[src/hw/tsa_pkg.sv]
/*
 * shared constants and carriers for the two-wire slave with alarm pin
 * assumes one system clock; bus pins arrive asynchronously
 */
package tsa_pkg;
    // ----------------------------------------------------------------
    // byte framing
    // ----------------------------------------------------------------
    localparam int BYTE_W = 8;
    localparam logic [2:0] BIT_LAST = 3'h7;
    localparam logic [2:0] BIT_FIRST = 3'h0;
    localparam int ADDR_HI_W = 4;
    localparam int ADDR_LO_W = 3;
    // arbitrary device-type value; not tied to any product
    localparam logic [3:0] DEV_TYPE_DEFAULT = 4'h5;
    localparam int TEMP_W = 12;
    localparam int FIFO_DEPTH = 8;

    // ----------------------------------------------------------------
    // carriers
    // ----------------------------------------------------------------
    typedef struct packed {
        logic scl;
        logic sda;
    } tsa_bus_type;

    typedef struct packed {
        logic style;
        logic polarity;
    } tsa_alarm_cfg_type;

    localparam tsa_bus_type BUS_IDLE = '{scl: 1'b1, sda: 1'b1};
    localparam tsa_alarm_cfg_type CFG_RESET = '{style: 1'b0, polarity: 1'b0};

    typedef enum logic [6:0] {
        ST_IDLE = 7'h01,
        ST_ADDR = 7'h02,
        ST_ADDR_ACK = 7'h04,
        ST_WRITE = 7'h08,
        ST_WRITE_ACK = 7'h10,
        ST_READ = 7'h20,
        ST_READ_ACK = 7'h40
    } tsa_state_type;
endpackage

[src/hw/tsa_fifo.sv]
/*
 * small fifo with a registered output word
 * assumes both sides on the same clock
 */
`timescale 1ns/10ps
module tsa_fifo #(
    parameter int WIDTH = 8,
    parameter int DEPTH = 8
) (
    // clock and reset
    input wire logic clk,
    input wire logic resetn,
    // fill side
    input wire logic in_valid,
    output logic in_ready,
    input wire logic [WIDTH-1:0] in_data,
    // drain side
    output logic out_valid,
    input wire logic out_ready,
    output logic [WIDTH-1:0] out_data
);
    localparam int AW = (DEPTH > 1) ? $clog2(DEPTH) : 1;
    logic [WIDTH-1:0] mem [DEPTH];
    logic [AW-1:0] wptr;
    logic [AW-1:0] rptr;
    logic [AW:0] count;
    wire push = in_valid && in_ready;
    wire empty = (count == '0);
    wire pop = !empty && (!out_valid || out_ready);

    // the output register holds one of the DEPTH words
    assign in_ready = ((count + (AW+1)'(out_valid)) != (AW+1)'(DEPTH));

    always_ff @(posedge clk) begin
        if (push) begin
            mem[wptr] <= in_data;
        end
    end

    always_ff @(posedge clk or negedge resetn) begin
        if (!resetn) begin
            wptr <= '0;
            rptr <= '0;
            count <= '0;
            out_valid <= 1'b0;
            out_data <= '0;
        end else begin
            if (push) begin
                wptr <= (wptr == AW'(DEPTH - 1)) ? '0 : wptr + 1'b1;
            end
            if (pop) begin
                rptr <= (rptr == AW'(DEPTH - 1)) ? '0 : rptr + 1'b1;
                out_data <= mem[rptr];
                out_valid <= 1'b1;
            end else if (out_ready) begin
                out_valid <= 1'b0;
            end
            count <= count + (AW+1)'(push) - (AW+1)'(pop);
        end
    end
endmodule // tsa_fifo

[src/hw/tsa_slave.sv]
/*
 * two-wire serial slave with an open-drain alarm output
 * assumes scl, sda and address straps are asynchronous; the clock is much
 * faster than scl so every scl edge is seen; temperature and limits come
 * from logic on the same clock
 */
`timescale 1ns/10ps
// What this block does
// - command and write bits are taken from sda on each rising scl edge.
// - data that the block drives onto sda changes only after a falling scl edge.
// - sda is open drain: the block only pulls it low or lets it go.
// - the alarm goes active when the temperature passes the high or low limit.
// - the alarm works in comparator or interrupt style as chosen by a style bit.
// - after reset the alarm output is active low.
// - with the polarity bit set the alarm output is active high.
// - the three low address bits come from the address-select inputs.
// - the upper four address bits are fixed; a match is acked, a miss is nacked.
// - bytes go msb first, then a ninth clock carries the receiver's ack or nack.
// - a write to a read-only target is answered with a nack.
module tsa_slave #(
    parameter logic [3:0] DEV_TYPE = tsa_pkg::DEV_TYPE_DEFAULT,
    parameter int TW = tsa_pkg::TEMP_W,
    parameter int DEPTH = tsa_pkg::FIFO_DEPTH
) (
    // clock and reset
    input wire logic clk,
    input wire logic resetn,
    // serial pins
    input wire logic scl_in,
    input wire logic sda_in,
    output logic sda_out,
    output logic sda_oe,
    input wire logic [2:0] addr_select_inputs,
    // alarm pin
    output logic alert_out,
    output logic alert_oe,
    // alarm control
    input wire logic alarm_style_select,
    input wire logic alarm_polarity_bit,
    input wire logic alarm_clear,
    input wire logic signed [TW-1:0] temp,
    input wire logic signed [TW-1:0] limit_high,
    input wire logic signed [TW-1:0] limit_low,
    // write stream out
    output logic rx_valid,
    input wire logic rx_ready,
    output logic [7:0] rx_data,
    input wire logic wr_readonly,
    // read stream in
    input wire logic [7:0] rd_byte,
    output logic rd_take,
    output logic busy
);
    // ----------------------------------------------------------------
    // pin synchronisers
    // ----------------------------------------------------------------
    tsa_pkg::tsa_bus_type bus_s1, bus_s2, bus_d;
    logic [2:0] addr_s1, addr_s2;
    always_ff @(posedge clk or negedge resetn) begin
        if (!resetn) begin
            bus_s1 <= tsa_pkg::BUS_IDLE;
            bus_s2 <= tsa_pkg::BUS_IDLE;
            bus_d <= tsa_pkg::BUS_IDLE;
            addr_s1 <= '0;
            addr_s2 <= '0;
        end else begin
            bus_s1 <= '{scl: scl_in, sda: sda_in};
            bus_s2 <= bus_s1;
            bus_d <= bus_s2;
            addr_s1 <= addr_select_inputs;
            addr_s2 <= addr_s1;
        end
    end
    wire scl_rise = bus_s2.scl && !bus_d.scl;
    wire scl_fall = !bus_s2.scl && bus_d.scl;
    wire start_det = bus_s2.scl && bus_d.scl && bus_d.sda && !bus_s2.sda;
    wire stop_det = bus_s2.scl && bus_d.scl && !bus_d.sda && bus_s2.sda;

    // ----------------------------------------------------------------
    // byte engine
    // ----------------------------------------------------------------
    tsa_pkg::tsa_state_type state;
    logic [7:0] shreg;
    logic [2:0] bit_cnt;
    logic ack_phase;
    logic drv;
    logic rw;
    logic master_ack;
    logic push;
    logic fifo_ready;
    wire [6:0] my_addr = {DEV_TYPE, addr_s2};
    wire addr_match = (shreg[7:1] == my_addr);
    wire byte_end = scl_rise && (bit_cnt == tsa_pkg::BIT_LAST);
    wire write_ok = !wr_readonly && fifo_ready;
    assign sda_out = 1'b0;
    assign sda_oe = drv;
    assign busy = (state != tsa_pkg::ST_IDLE);
    assign rd_take = scl_fall && ack_phase && ((state == tsa_pkg::ST_READ_ACK && master_ack)
                     || (state == tsa_pkg::ST_ADDR_ACK && rw));
    always_ff @(posedge clk or negedge resetn) begin
        if (!resetn) begin
            state <= tsa_pkg::ST_IDLE;
            shreg <= '0;
            bit_cnt <= tsa_pkg::BIT_FIRST;
            ack_phase <= 1'b0;
            drv <= 1'b0;
            rw <= 1'b0;
            master_ack <= 1'b0;
            push <= 1'b0;
        end else begin
            push <= 1'b0;
            if (start_det) begin
                state <= tsa_pkg::ST_ADDR;
                bit_cnt <= tsa_pkg::BIT_FIRST;
                ack_phase <= 1'b0;
                drv <= 1'b0;
            end else if (stop_det) begin
                state <= tsa_pkg::ST_IDLE;
                drv <= 1'b0;
            end else begin
                case (state)
                    tsa_pkg::ST_ADDR, tsa_pkg::ST_WRITE: begin
                        if (scl_rise) begin
                            shreg <= {shreg[6:0], bus_s2.sda};
                            bit_cnt <= bit_cnt + 3'h1;
                        end
                        if (byte_end) begin
                            state <= (state == tsa_pkg::ST_ADDR) ? tsa_pkg::ST_ADDR_ACK
                                                                 : tsa_pkg::ST_WRITE_ACK;
                        end
                    end
                    tsa_pkg::ST_ADDR_ACK: begin
                        if (scl_fall && !ack_phase) begin
                            ack_phase <= addr_match;
                            drv <= addr_match;
                            rw <= shreg[0];
                            state <= addr_match ? tsa_pkg::ST_ADDR_ACK : tsa_pkg::ST_IDLE;
                        end else if (scl_fall) begin
                            ack_phase <= 1'b0;
                            bit_cnt <= tsa_pkg::BIT_FIRST;
                            if (rw) begin
                                state <= tsa_pkg::ST_READ;
                                shreg <= rd_byte;
                                drv <= !rd_byte[7];
                            end else begin
                                state <= tsa_pkg::ST_WRITE;
                                drv <= 1'b0;
                            end
                        end
                    end
                    tsa_pkg::ST_WRITE_ACK: begin
                        if (scl_fall && !ack_phase) begin
                            ack_phase <= 1'b1;
                            drv <= write_ok;
                            push <= write_ok;
                        end else if (scl_fall) begin
                            ack_phase <= 1'b0;
                            drv <= 1'b0;
                            state <= tsa_pkg::ST_WRITE;
                        end
                    end
                    tsa_pkg::ST_READ: begin
                        if (scl_rise) begin
                            bit_cnt <= bit_cnt + 3'h1;
                        end
                        if (byte_end) begin
                            state <= tsa_pkg::ST_READ_ACK;
                        end
                        if (scl_fall) begin
                            shreg <= {shreg[6:0], 1'b0};
                            drv <= !shreg[6];
                        end
                    end
                    tsa_pkg::ST_READ_ACK: begin
                        if (scl_fall && !ack_phase) begin
                            ack_phase <= 1'b1;
                            drv <= 1'b0;
                        end else if (scl_rise) begin
                            master_ack <= !bus_s2.sda;
                        end else if (scl_fall) begin
                            ack_phase <= 1'b0;
                            bit_cnt <= tsa_pkg::BIT_FIRST;
                            // a nack from the master ends the read; wait for stop
                            state <= master_ack ? tsa_pkg::ST_READ : tsa_pkg::ST_IDLE;
                            shreg <= rd_byte;
                            drv <= master_ack && !rd_byte[7];
                        end
                    end
                    default: begin
                        drv <= 1'b0;
                    end
                endcase
            end
        end
    end

    // ----------------------------------------------------------------
    // write stream buffer
    // ----------------------------------------------------------------
    tsa_fifo #(.WIDTH(tsa_pkg::BYTE_W), .DEPTH(DEPTH)) u_fifo (
        .clk(clk),
        .resetn(resetn),
        .in_valid(push),
        .in_ready(fifo_ready),
        .in_data(shreg),
        .out_valid(rx_valid),
        .out_ready(rx_ready),
        .out_data(rx_data)
    );
    // ----------------------------------------------------------------
    // alarm
    // ----------------------------------------------------------------
    tsa_pkg::tsa_alarm_cfg_type cfg;
    logic beyond_d;
    logic alarm_active;
    wire beyond = (temp > limit_high) || (temp < limit_low);
    wire beyond_new = beyond && !beyond_d;
    always_ff @(posedge clk or negedge resetn) begin
        if (!resetn) begin
            cfg <= tsa_pkg::CFG_RESET;
            beyond_d <= 1'b0;
            alarm_active <= 1'b0;
        end else begin
            cfg <= '{style: alarm_style_select, polarity: alarm_polarity_bit};
            beyond_d <= beyond;
            if (!cfg.style) begin
                alarm_active <= beyond;
            end else if (beyond_new) begin
                alarm_active <= 1'b1;
            end else if (alarm_clear) begin
                alarm_active <= 1'b0;
            end
        end
    end

    // pull low when active and active low, or when idle and active high
    assign alert_out = 1'b0;
    assign alert_oe = alarm_active ^ cfg.polarity;
endmodule // tsa_slave

[config.mk]
export PLATFORM = sky130hd
export DESIGN_NAME = tsa_slave
export DESIGN_NICKNAME = d
export VERILOG_FILES = /design/src/hw/tsa_pkg.sv /design/src/hw/tsa_fifo.sv /design/src/hw/tsa_slave.sv
export SDC_FILE = /design/constraint.sdc
export NUM_CORES = 1
export LEC_CHECK = 0
export BUFFER_PORTS_ARGS = -buffer_cell sky130_fd_sc_hd__buf_2
export CAP_MARGIN = 40
export CORE_UTILIZATION = 55
export CTS_BUF_LIST = sky130_fd_sc_hd__clkbuf_8
export DETAILED_ROUTE_END_ITERATION = 10
export GPL_TIMING_DRIVEN = 0
export PLACE_DENSITY = 0.88
export SYNTH_ARGS = -nofsm -noshare
export SYNTH_HDL_FRONTEND = slang
export SYNTH_HIERARCHICAL = 1
export SYNTH_SLANG_ARGS = --single-unit
[constraint.sdc]
create_clock -name clk -period 2.2 [get_ports clk]
set_input_delay 0.44 -clock clk [delete_from_list [all_inputs] [get_ports clk]]
set_output_delay 0.44 -clock clk [all_outputs]
set_load 0.02 [all_outputs]
==> impl_metrics.env, run 1 <==
export IMPL_critical_path_class="flip-flop to flip-flop"
export IMPL_crit_fanout=8
export IMPL_insertion_delay_ns=0.43
export IMPL_p_sw_mw=3.60
export IMPL_drc=0
export IMPL_routed_wl_um=14400
export IMPL_p_per_area_nw_per_um2=1220
export IMPL_grt_antenna_before_repair=0
export IMPL_final_setup_viol_count=17
export IMPL_violations="setup timing"
export IMPL_total_power_mw=9.46
export IMPL_critPathRequiredTime_ns=2.27
export IMPL_core_sq_um=11000
export IMPL_grt_overflow=0
export IMPL_io_pins=71
export IMPL_postLayoutCoreUtil_pct=70.3
export IMPL_p_comb_share_pct=41.9
export IMPL_finalCritPeriodShare_pct=103
export IMPL_stdcell_count=793
export IMPL_finalHoldViolCount=0
export IMPL_drv_cap=0
export IMPL_cp_arrival_ns=2.33
export IMPL_maxSlewViolCount=0
export IMPL_synthTopCellsByArea="edfxtp_1 (30%), dfrtp_1 (20%), ha_1 (7.9%), mux2i_1 (6.3%), mux2_2 (3.7%)"
export IMPL_synth_top_area_cell="edfxtp_1"
export IMPL_synth_cell_area_sq_um=6330
export IMPL_setup_tns_ns=-0.896
export IMPL_grt_start_max_net_pins=35
export IMPL_rows=38
export IMPL_via_per_inst=5.84
export IMPL_worst_slew_pin_slew_ns=0.866
export IMPL_syn_inst=525
export IMPL_crit_path_top_delay_cell="nor2_2"
export IMPL_numPlacedInstances=735
export IMPL_rsz0062_at_grt="true"
export IMPL_max_stage_delay_ns=0.45
export IMPL_fp_dieW_um=109
export IMPL_hpwl_um=9630
export IMPL_power_share_clock_pct=21.9
export IMPL_end_kind="flip-flop"
export IMPL_hold_class="primary input to flip-flop"
export IMPL_peakVddDrop_mv=0.834
export IMPL_grt_usage_pct=25.8
export IMPL_root_buffer="clkbuf_8"
export IMPL_htreeDepth=4
export IMPL_start_util_pct=57.4
export IMPL_nets=737
export IMPL_swShare_pct=38.0
export IMPL_ys_types=71
export IMPL_synthTopCellsByCount="edfxtp_1 (64), inv_1 (56), dfrtp_1 (51)"
export IMPL_seqPwrFrac_pct=36.2
export IMPL_intPower_mw=5.86
export IMPL_grt_pass1_vias=4608
export IMPL_drive_above_1_share_pct=33.4
export IMPL_grt_pass1_wl_um=22700
export IMPL_area_growth_pct=22.5
export IMPL_detail_route_antenna_nets=0
export IMPL_fmax_mhz=442
export IMPL_post_synth_top_count_cell="edfxtp_1"
export IMPL_cts_tree="built"
export IMPL_n_antenna_cell=0
export IMPL_start_kind="flip-flop"
export IMPL_status="complete, but fails checks"
export IMPL_synth_edff_count=64
export IMPL_die_area_sq_um=11900
export IMPL_vias=4633
export IMPL_synthArstFlopShare_pct=47.5
export IMPL_detail_route_first_pass_iterations=5
export IMPL_fin_ws_ns=-0.0614
export IMPL_fin_skew_ns=0.0127
export IMPL_slew_headroom_pct=42.3
export IMPL_min_period_ns=2.26
export IMPL_gp_congestion=0.923
export IMPL_dieHeight_um=109
export IMPL_numPortBuffers=68
export IMPL_p_leak_nw=3.43
export IMPL_cts_sinks=122
export IMPL_synth_top_area_share_pct=30.4
export IMPL_place_ws_ns=-0.220
export IMPL_clk_pin_slew_worst_paths_ns=0.08
export IMPL_synth_ff_type="edfxtp_1"
export IMPL_clockBufferDepth=2
export IMPL_wl_per_cell_um=18.2
export IMPL_ys_ff_latch=122
export IMPL_yosys_warnings=6
export IMPL_drt_iter0_drc=287
export IMPL_synth_avg_cell_area_sq_um=12.1
export IMPL_cts_buffers=17
export IMPL_crit_chain="buf_4 -> ha_1 -> and3b_1 -> o211ai_4 -> nand2b_1 -> nor2_2"
export IMPL_yosysSeqAreaShare_pct=53.4
==> power by group through the flow <==
stage	Combinational, mW	Clock (mW)	Sequential [mW]
after floorplan	2.51	0	3.37
after global placement	3.23	0	3.40
after detailed placement	3.38	0	3.46
after CTS	3.70	2.09	3.42
after global routing	4.32	2.20	3.47
final	3.96	2.07	3.43
==> cell type report <==
class | instances | area [sq um]
buffer | 20 | 151
clock buffer | 17 | 234
clock inverter | 15 | 176
fill | 769 | 3280
inverter | 56 | 215
multi-input combinational | 326 | 2780
sequential | 122 | 3390
tap | 140 | 175
timing repair buffer | 97 | 634
==> final timing paths <==
check / cells past startpoint / to / start / slack [ns]
setup / recovery: 6 / u_fifo/mem[5][5] / u_fifo/count[2] / -0.06
hold / removal: 1 / bus_s1[0] / sda_in / 0.09
setup reg to reg: 6 / u_fifo/mem[5][5] / u_fifo/count[2] / -0.06
hold reg to reg: 0 / addr_s2[0] / addr_s1[0] / 0.35
max in group asynchronous: 2 / state[0] / resetn / 1.39
min in group asynchronous: 1 / u_fifo/out_data[6] / resetn / 0.12
==> critical path, delay by kind of cell, from the launching register on <==
kind	cells	cell delay, ns
buffers and inverters	1	0.14
AOI/OAI and AO/OA	1	0.27
and+or+nand+nor	3	0.91
adders and majority gates	1	0.18
DFF	1	0.39
==> routing by layer <==
layer  up-vias  track usage (%)  part of all wire, %
met5         -                0                    0
met4         0             8.48                  2.0
met3        30             6.04                  5.7
met2       197             46.1                   53
met1      2269             30.6                   39
li1       2137                -                    -
==> repair_timing <==
item	4_1_cts	5_1_grt
buffers inserted	13	15
setup endpoints to repair	81	71
hold buffers	0	0
resized for setup	29	25
pin swaps	6	10
==> logic make-up after synthesis <==
group,count (synthesis),share of synthesized area (%)
AO/OA/AOI/OAI,88,9.79
XOR/XNOR,13,1.80
AND/OR/NAND/NOR,118,10.5
adder cells (fa/ha/maj),41,8.22
buffers and inverters,78,5.40
multiplexers,64,10.8
flip-flops,122,53.4
other,1,0.0593
==> through the flow <==
step                      hold WS, ns  instance area, sq um
after floorplan                 0.144                  6350
after global placement          0.337                  6870
after detailed placement        0.337                  6900
after CTS                      0.0675                  7540
after global routing           0.0754                  7750
final                          0.0947                  7750
==> cell usage in the layout (no fill, tap or decap), drive strengths merged, types with 4 or more instances in the layout <==
| cell | count |
|---|---|
| nand2 | 24 |
| a22oi | 19 |
| xnor2 | 6 |
| o21ai | 22 |
| buf | 113 |
| clkinv | 7 |
| inv | 57 |
| nand3 | 16 |
| o211ai | 4 |
| nand4 | 7 |
| ha | 40 |
| mux2 | 24 |
| dfstp | 7 |
| xor2 | 7 |
| nor3 | 5 |
| clkbuf | 21 |
| clkinvlp | 4 |
| edfxtp | 64 |
| a21o | 5 |
| nand2b | 5 |
| a21oi | 12 |
| nor2b | 4 |
| dfrtp | 51 |
| nor4 | 4 |
| nor2 | 30 |
| mux2i | 40 |
==> flip-flops by register name (all words and copies together), names as in the netlist, 2 cells and up <==
register,count
u_fifo/mem,64
shreg,8
u_fifo/out_data,8
state,7
u_fifo/count,4
addr_s1,3
addr_s2,3
bit_cnt,3
u_fifo/rptr,3
u_fifo/wptr,3
bus_d,2
bus_s1,2
bus_s2,2
cfg,2
Power figures use the tool's default switching activity.
==> inputs of run 2 (changes only) <==
--- a/config.mk
+++ b/config.mk
@@ -10,8 +10,8 @@
 export CORE_UTILIZATION = 55
 export CTS_BUF_LIST = sky130_fd_sc_hd__clkbuf_8
 export DETAILED_ROUTE_END_ITERATION = 10
-export GPL_TIMING_DRIVEN = 0
 export PLACE_DENSITY = 0.88
+export SLEW_MARGIN = 20
 export SYNTH_ARGS = -nofsm -noshare
 export SYNTH_HDL_FRONTEND = slang
 export SYNTH_HIERARCHICAL = 1
==> run 2 against run 1 <==
  * The flow now finishes without violations
  * Final cell count is 0.13% lower
  * Final area is 2.1% lower
  * Power is 2.0% lower
  * Utilization is 1.5 points lower
  * Clock-buffer cell count stayed put
  * Worst hold slack better by 0.017 ns
  * Largest power group unchanged
  * Sequential share of layout area is 0.98 points higher
  * Flip-flop and latch count stayed put
  * Non-clock buffer count is 1 lower
  * Critical path depth is 1 lower
  * Register-to-register slack better by 0.13 ns
  * Combinational power is 2% higher
==> impl_metrics.env, run 2 (synthesis gave the netlist of run 1 again) <==
export IMPL_status="complete, no violations"
export IMPL_top_register="u_fifo/mem"
export IMPL_clockBufferDepth=2
export IMPL_ff2ff_setup_slack_ns=0.07
export IMPL_dieHeight_um=109
export IMPL_crit_fanout=8
export IMPL_start_util_pct=57.4
export IMPL_hp_start="sda_in"
export IMPL_reg2regPathDepth=5
export IMPL_worst_slew_pin_slew_ns=0.689
export IMPL_insertion_delay_ns=0.42
export IMPL_grt_usage_pct=24.1
export IMPL_gp_congestion=0.922
export IMPL_p_per_area_nw_per_um2=1220
export IMPL_die_area_sq_um=11900
export IMPL_grt_start_max_net_pins=59
export IMPL_cts_buffers=17
export IMPL_reg2reg_to="u_fifo/mem[0][0]"
export IMPL_maxSlewViolCount=0
export IMPL_total_power_mw=9.27
export IMPL_numPortBuffers=68
export IMPL_grt_pass1_vias=4541
export IMPL_drv_cap=0
export IMPL_wl_per_cell_um=17.0
export IMPL_whs_path_depth=1
export IMPL_core_sq_um=11000
export IMPL_placed_area_sq_um=7010
export IMPL_root_buffer="clkbuf_8"
export IMPL_p_leak_nw=3.39
export IMPL_fmax_mhz=468
export IMPL_detail_route_first_pass_iterations=5
export IMPL_rsz0062_at_grt="true"
export IMPL_final_setup_viol_count=0
export IMPL_n_antenna_cell=0
export IMPL_rr_startpoint="u_fifo/count[2]"
export IMPL_clk_pin_slew_worst_paths_ns=0.07
export IMPL_grt_pass1_wl_um=21400
export IMPL_final_common_cell="buf_2"
export IMPL_mostFrequentLayoutCells="buf_2 (68), edfxtp_1 (64), inv_1 (55)"
export IMPL_htreeDepth=4
export IMPL_slew_headroom_pct=54.0
export IMPL_drive_above_1_share_pct=33.0
export IMPL_cp_arrival_ns=2.20
export IMPL_whs_endpoint="bus_s1[0]"
export IMPL_finalCritPeriodShare_pct=97.0
export IMPL_final_cell_area_sq_um=7590
export IMPL_rows=38
export IMPL_grt_antenna_before_repair=0
export IMPL_end_kind="flip-flop"
export IMPL_hold_class="primary input to flip-flop"
export IMPL_cts_sinks=122
export IMPL_vias=4522
export IMPL_fin_skew_ns=0.00772
export IMPL_io_pins=71
export IMPL_min_period_ns=2.13
export IMPL_cts_tree="built"
export IMPL_start_kind="flip-flop"
export IMPL_reg_top3="u_fifo/mem (64), shreg (8), u_fifo/out_data (8)"
export IMPL_drc=0
export IMPL_fillers=776
export IMPL_nets=736
export IMPL_finalHoldViolCount=0
export IMPL_drt_iter0_drc=242
export IMPL_largest_register_ffs=64
export IMPL_fp_dieW_um=109
export IMPL_critPathRequiredTime_ns=2.27
export IMPL_routed_wl_um=13500
export IMPL_critical_path_class="flip-flop to flip-flop"
export IMPL_detail_route_antenna_nets=0
export IMPL_peakVddDrop_mv=1.06
export IMPL_area_growth_pct=19.9
export IMPL_grt_overflow=0
export IMPL_via_per_inst=5.71
export IMPL_hpwl_um=9810
==> run 2: changes by cell type in the layout (fill, tap and decap cells not counted), sizes merged <==
cell / previous run / this run
clkinv: 7 / 5
bufinv: 3 / 2
clkinvlp: 4 / 3
dlygate4sd3: 0 / 1
inv: 57 / 61
clkbuf: 21 / 17
buf: 113 / 115
==> run 2: worst max path at each step <==
stage,from,end,slack [ns],cells after the start
6_report,u_fifo/count[2],u_fifo/mem[0][0],0.07,5
3_5_place_dp,u_fifo/out_valid,u_fifo/mem[0][7],-0.07,6
3_3_place_gp,u_fifo/out_valid,u_fifo/mem[0][5],0.06,6
5_1_grt,u_fifo/count[2],u_fifo/mem[0][6],-0.05,5
2_1_floorplan,bus_s2[1],state[0],0.004,9
4_1_cts,u_fifo/count[2],u_fifo/count[1],-0.008,10
==> run 2: critical path, cell delays in order, from the launching register on <==
cell and delay, ns:
dfrtp_1 0.42, ha_2 0.20, and3b_2 0.23, o211ai_4 0.25, nand2b_1 0.24, nor2_2 0.45
==> run 2: report_power, final <==
part / switching [mW] / internal, mW / total, mW / leakage [nW]
clock network: 0.881 / 0.987 / 1.87 / 0.193
logic: 2.11 / 1.92 / 4.03 / 1.93
registers: 0.435 / 2.94 / 3.37 / 1.28
==> run 2: routing by layer <==
layer,vias up,part of all wire [%],track usage [%],wire [um]
met4,0,2.1,10.5,278
met2,142,53,42.3,7120
met3,22,4.4,6.28,592
met5,-,0,0,0
li1,2135,-,-,-
met1,2223,41,27.7,5470
==> run 2: timing repair <==
item | in CTS | in global routing
gates cloned | 0 | 0
resized for setup | 10 | 21
hold buffers | 1 | 0
pin swaps | 1 | 8
endpoints found under the setup margin | 28 | 51
buffers inserted | 1 | 11
hold endpoints to repair | 10 | 0
==> run 2: layout make-up <==
type                    instances  area, sq um  area share (%)
flip-flops and latches        122         3390            44.7
multi-input cells             326         2730            36.0
repair buffers                116          716            9.43
clock buffers                  17          234            3.08
inverters                      56          210            2.77
well taps                     140          175            2.31
clock inverters                15          135            1.78
==> run 2: per-stage QoR <==
step           instances  hold slack (ns)  setup WS, ns  setup TNS [ns]  utilization (%)
4_1_cts              781           0.0792      -0.00803        -0.00803             67.2
6_report             792            0.111        0.0653               0             68.8
3_3_place_gp         747            0.336        0.0565               0             63.5
5_1_grt              792           0.0791       -0.0457          -0.338             68.8
3_5_place_dp         747            0.346       -0.0684          -0.775             63.5
2_1_floorplan        526            0.144       0.00424               0                -
==> inputs of run 3 (changes only) <==
--- a/config.mk
+++ b/config.mk
@@ -10,7 +10,7 @@
 export CORE_UTILIZATION = 55
 export CTS_BUF_LIST = sky130_fd_sc_hd__clkbuf_8
 export DETAILED_ROUTE_END_ITERATION = 10
-export PLACE_DENSITY = 0.88
+export PLACE_DENSITY = 0.82
 export SLEW_MARGIN = 20
 export SYNTH_ARGS = -nofsm -noshare
 export SYNTH_HDL_FRONTEND = slang
==> run 3 against run 2 <==
  * Final cell count increased by 0.51%
  * Clock-buffer cell count unchanged
  * Combinational power about the same
  * First-iteration DRC count increased by 25%
  * Critical endpoint is now busy
  * Largest cell class unchanged
  * Highest routed layer unchanged
==> impl_metrics.env, run 3 (synthesis gave the netlist of run 1 again) <==
export IMPL_cp_arrival_ns=1.71
export IMPL_critPathRequiredTime_ns=1.76
export IMPL_crit_path_top_delay_cell="dfrtp_2"
export IMPL_crit_chain="buf_4 -> nor2_1 -> nand4_1 -> buf_2"
export IMPL_dieHeight_um=109
export IMPL_slew_headroom_pct=59.8
export IMPL_rows=38
export IMPL_fillers=768
export IMPL_p_leak_nw=3.44
export IMPL_seq_area_sq_um=3390
export IMPL_status="complete, no violations"
export IMPL_crit_family="flip-flops"
export IMPL_startpoint="state[1]"
export IMPL_drc=0
export IMPL_io_pins=71
export IMPL_stdcell_count=796
export IMPL_n_antenna_cell=0
export IMPL_via_per_inst=5.67
export IMPL_cp_depth=4
export IMPL_drt_iter0_drc=302
export IMPL_cts_tree="built"
export IMPL_grt_overflow=0
export IMPL_area_growth_pct=21.2
export IMPL_cts_sinks=122
export IMPL_root_buffer="clkbuf_8"
export IMPL_numPortBuffers=68
export IMPL_gp_congestion=0.860
export IMPL_clk_pin_slew_worst_paths_ns=0.07
export IMPL_grt_start_max_net_pins=27
export IMPL_critical_path_class="flip-flop to primary output"
export IMPL_top_register="u_fifo/mem"
export IMPL_cts_buffers=17
export IMPL_grt_pass1_vias=4577
export IMPL_worst_slew_pin_slew_ns=0.602
export IMPL_hold_class="primary input to flip-flop"
export IMPL_finalHoldViolCount=0
export IMPL_reg_top3="u_fifo/mem (64), shreg (8), u_fifo/out_data (8)"
export IMPL_ff2ff_setup_slack_ns=0.07
export IMPL_fin_skew_ns=0.00815
export IMPL_drive_above_1_share_pct=32.6
export IMPL_hpwl_um=9850
export IMPL_reg2reg_to="u_fifo/count[1]"
export IMPL_grt_pass1_wl_um=21700
export IMPL_start_util_pct=57.4
export IMPL_max_stage_delay_ns=0.48
export IMPL_fp_dieW_um=109
export IMPL_routed_wl_um=13700
export IMPL_peakVddDrop_mv=0.984
export IMPL_vias=4516
export IMPL_largest_register_ffs=64
export IMPL_hold_slack_ns=0.106
export IMPL_detail_route_first_pass_iterations=5
export IMPL_htreeDepth=4
export IMPL_core_sq_um=11000
export IMPL_min_period_ns=2.15
export IMPL_wl_per_cell_um=17.2
export IMPL_p_per_area_nw_per_um2=1240
export IMPL_grt_usage_pct=24.5
export IMPL_insertion_delay_ns=0.44
export IMPL_nets=740
export IMPL_mostFrequentLayoutCells="buf_2 (67), edfxtp_1 (64), inv_1 (55)"
export IMPL_endpoint="busy"
export IMPL_multi_input_area_sq_um=2710
export IMPL_drv_cap=0
export IMPL_start_kind="flip-flop"
export IMPL_reg2regPathDepth=10
export IMPL_final_setup_viol_count=0
export IMPL_path_buf_inv=2
export IMPL_end_kind="primary output"
export IMPL_rr_startpoint="u_fifo/count[0]"
export IMPL_finalCritPeriodShare_pct=97.6
export IMPL_maxSlewViolCount=0
export IMPL_fmax_mhz=466
export IMPL_numPlacedInstances=749
export IMPL_crit_fanout=7
export IMPL_die_area_sq_um=11900
export IMPL_final_common_cell="buf_2"
export IMPL_clockBufferDepth=2
export IMPL_detail_route_antenna_nets=0
export IMPL_grt_antenna_before_repair=0
run 3: how the worst min path moves through the flow:
stage / from / to / slack [ns] / cells after the start
6_report: sda_in / bus_s1[0] / 0.11 / 1
5_1_grt: sda_in / bus_s1[0] / 0.08 / 1
3_3_place_gp: addr_s1[2] / addr_s2[2] / 0.34 / 0
4_1_cts: sda_in / bus_s1[0] / 0.09 / 1
2_1_floorplan: resetn / ack_phase / 0.14 / 0
3_5_place_dp: addr_s1[2] / addr_s2[2] / 0.34 / 0
run 3: what timing repair did:
item	CTS	global route
setup endpoints to repair	35	19
hold buffers	1	0
buffers inserted	0	14
gates resized for setup	10	14
hold endpoints to repair	1	0
pin swaps	0	7
run 3: metal layers:
metal	vias to the layer above	share of wire (%)	global-route usage [%]
li1	2137	-	-
met3	27	4.5	4.90
met5	-	0	0
met4	0	2.0	9.71
met2	141	53	44.7
met1	2211	41	27.9
run 3: worst register-to-register path: stages (launching register included):
cell,delay [ns]
dfrtp_1,0.45
ha_4,0.20
ha_4,0.16
xnor2_2,0.15
o211ai_4,0.13
nand2_4,0.08
inv_1,0.07
ha_2,0.17
inv_1,0.05
fa_2,0.52
inv_1,0.04
run 3: cell type report:
class,instances,area share [%]
sequential,122,44.1
timing repair buffer,120,9.92
clock inverter,15,2.56
inverter,56,2.74
tap,140,2.28
multi-input combinational,326,35.3
clock buffer,17,3.05
run 3: stage by stage:
| stage | utilization, % | setup WS (ns) | power (mW) | instance area, sq um | TNS (ns) |
|---|---|---|---|---|---|
| after floorplan | - | 0.00424 | 5.88 | 6350 | 0 |
| after global placement | 63.8 | 0.0500 | 6.95 | 7040 | 0 |
| after detailed placement | 63.8 | -0.0251 | 7.07 | 7040 | -0.199 |
| after CTS | 68.0 | -0.0412 | 9.27 | 7500 | -0.0538 |
| after global routing | 69.5 | -0.0224 | 10.1 | 7670 | -0.0280 |
| final | 69.5 | 0.0521 | 9.52 | 7670 | 0 |
run 3: where the power goes:
part	total, mW	leakage (nW)	internal (mW)	switching (mW)
Combinational	4.02	1.95	1.93	2.09
Sequential	3.36	1.28	2.93	0.431
Clock	2.13	0.212	1.23	0.899
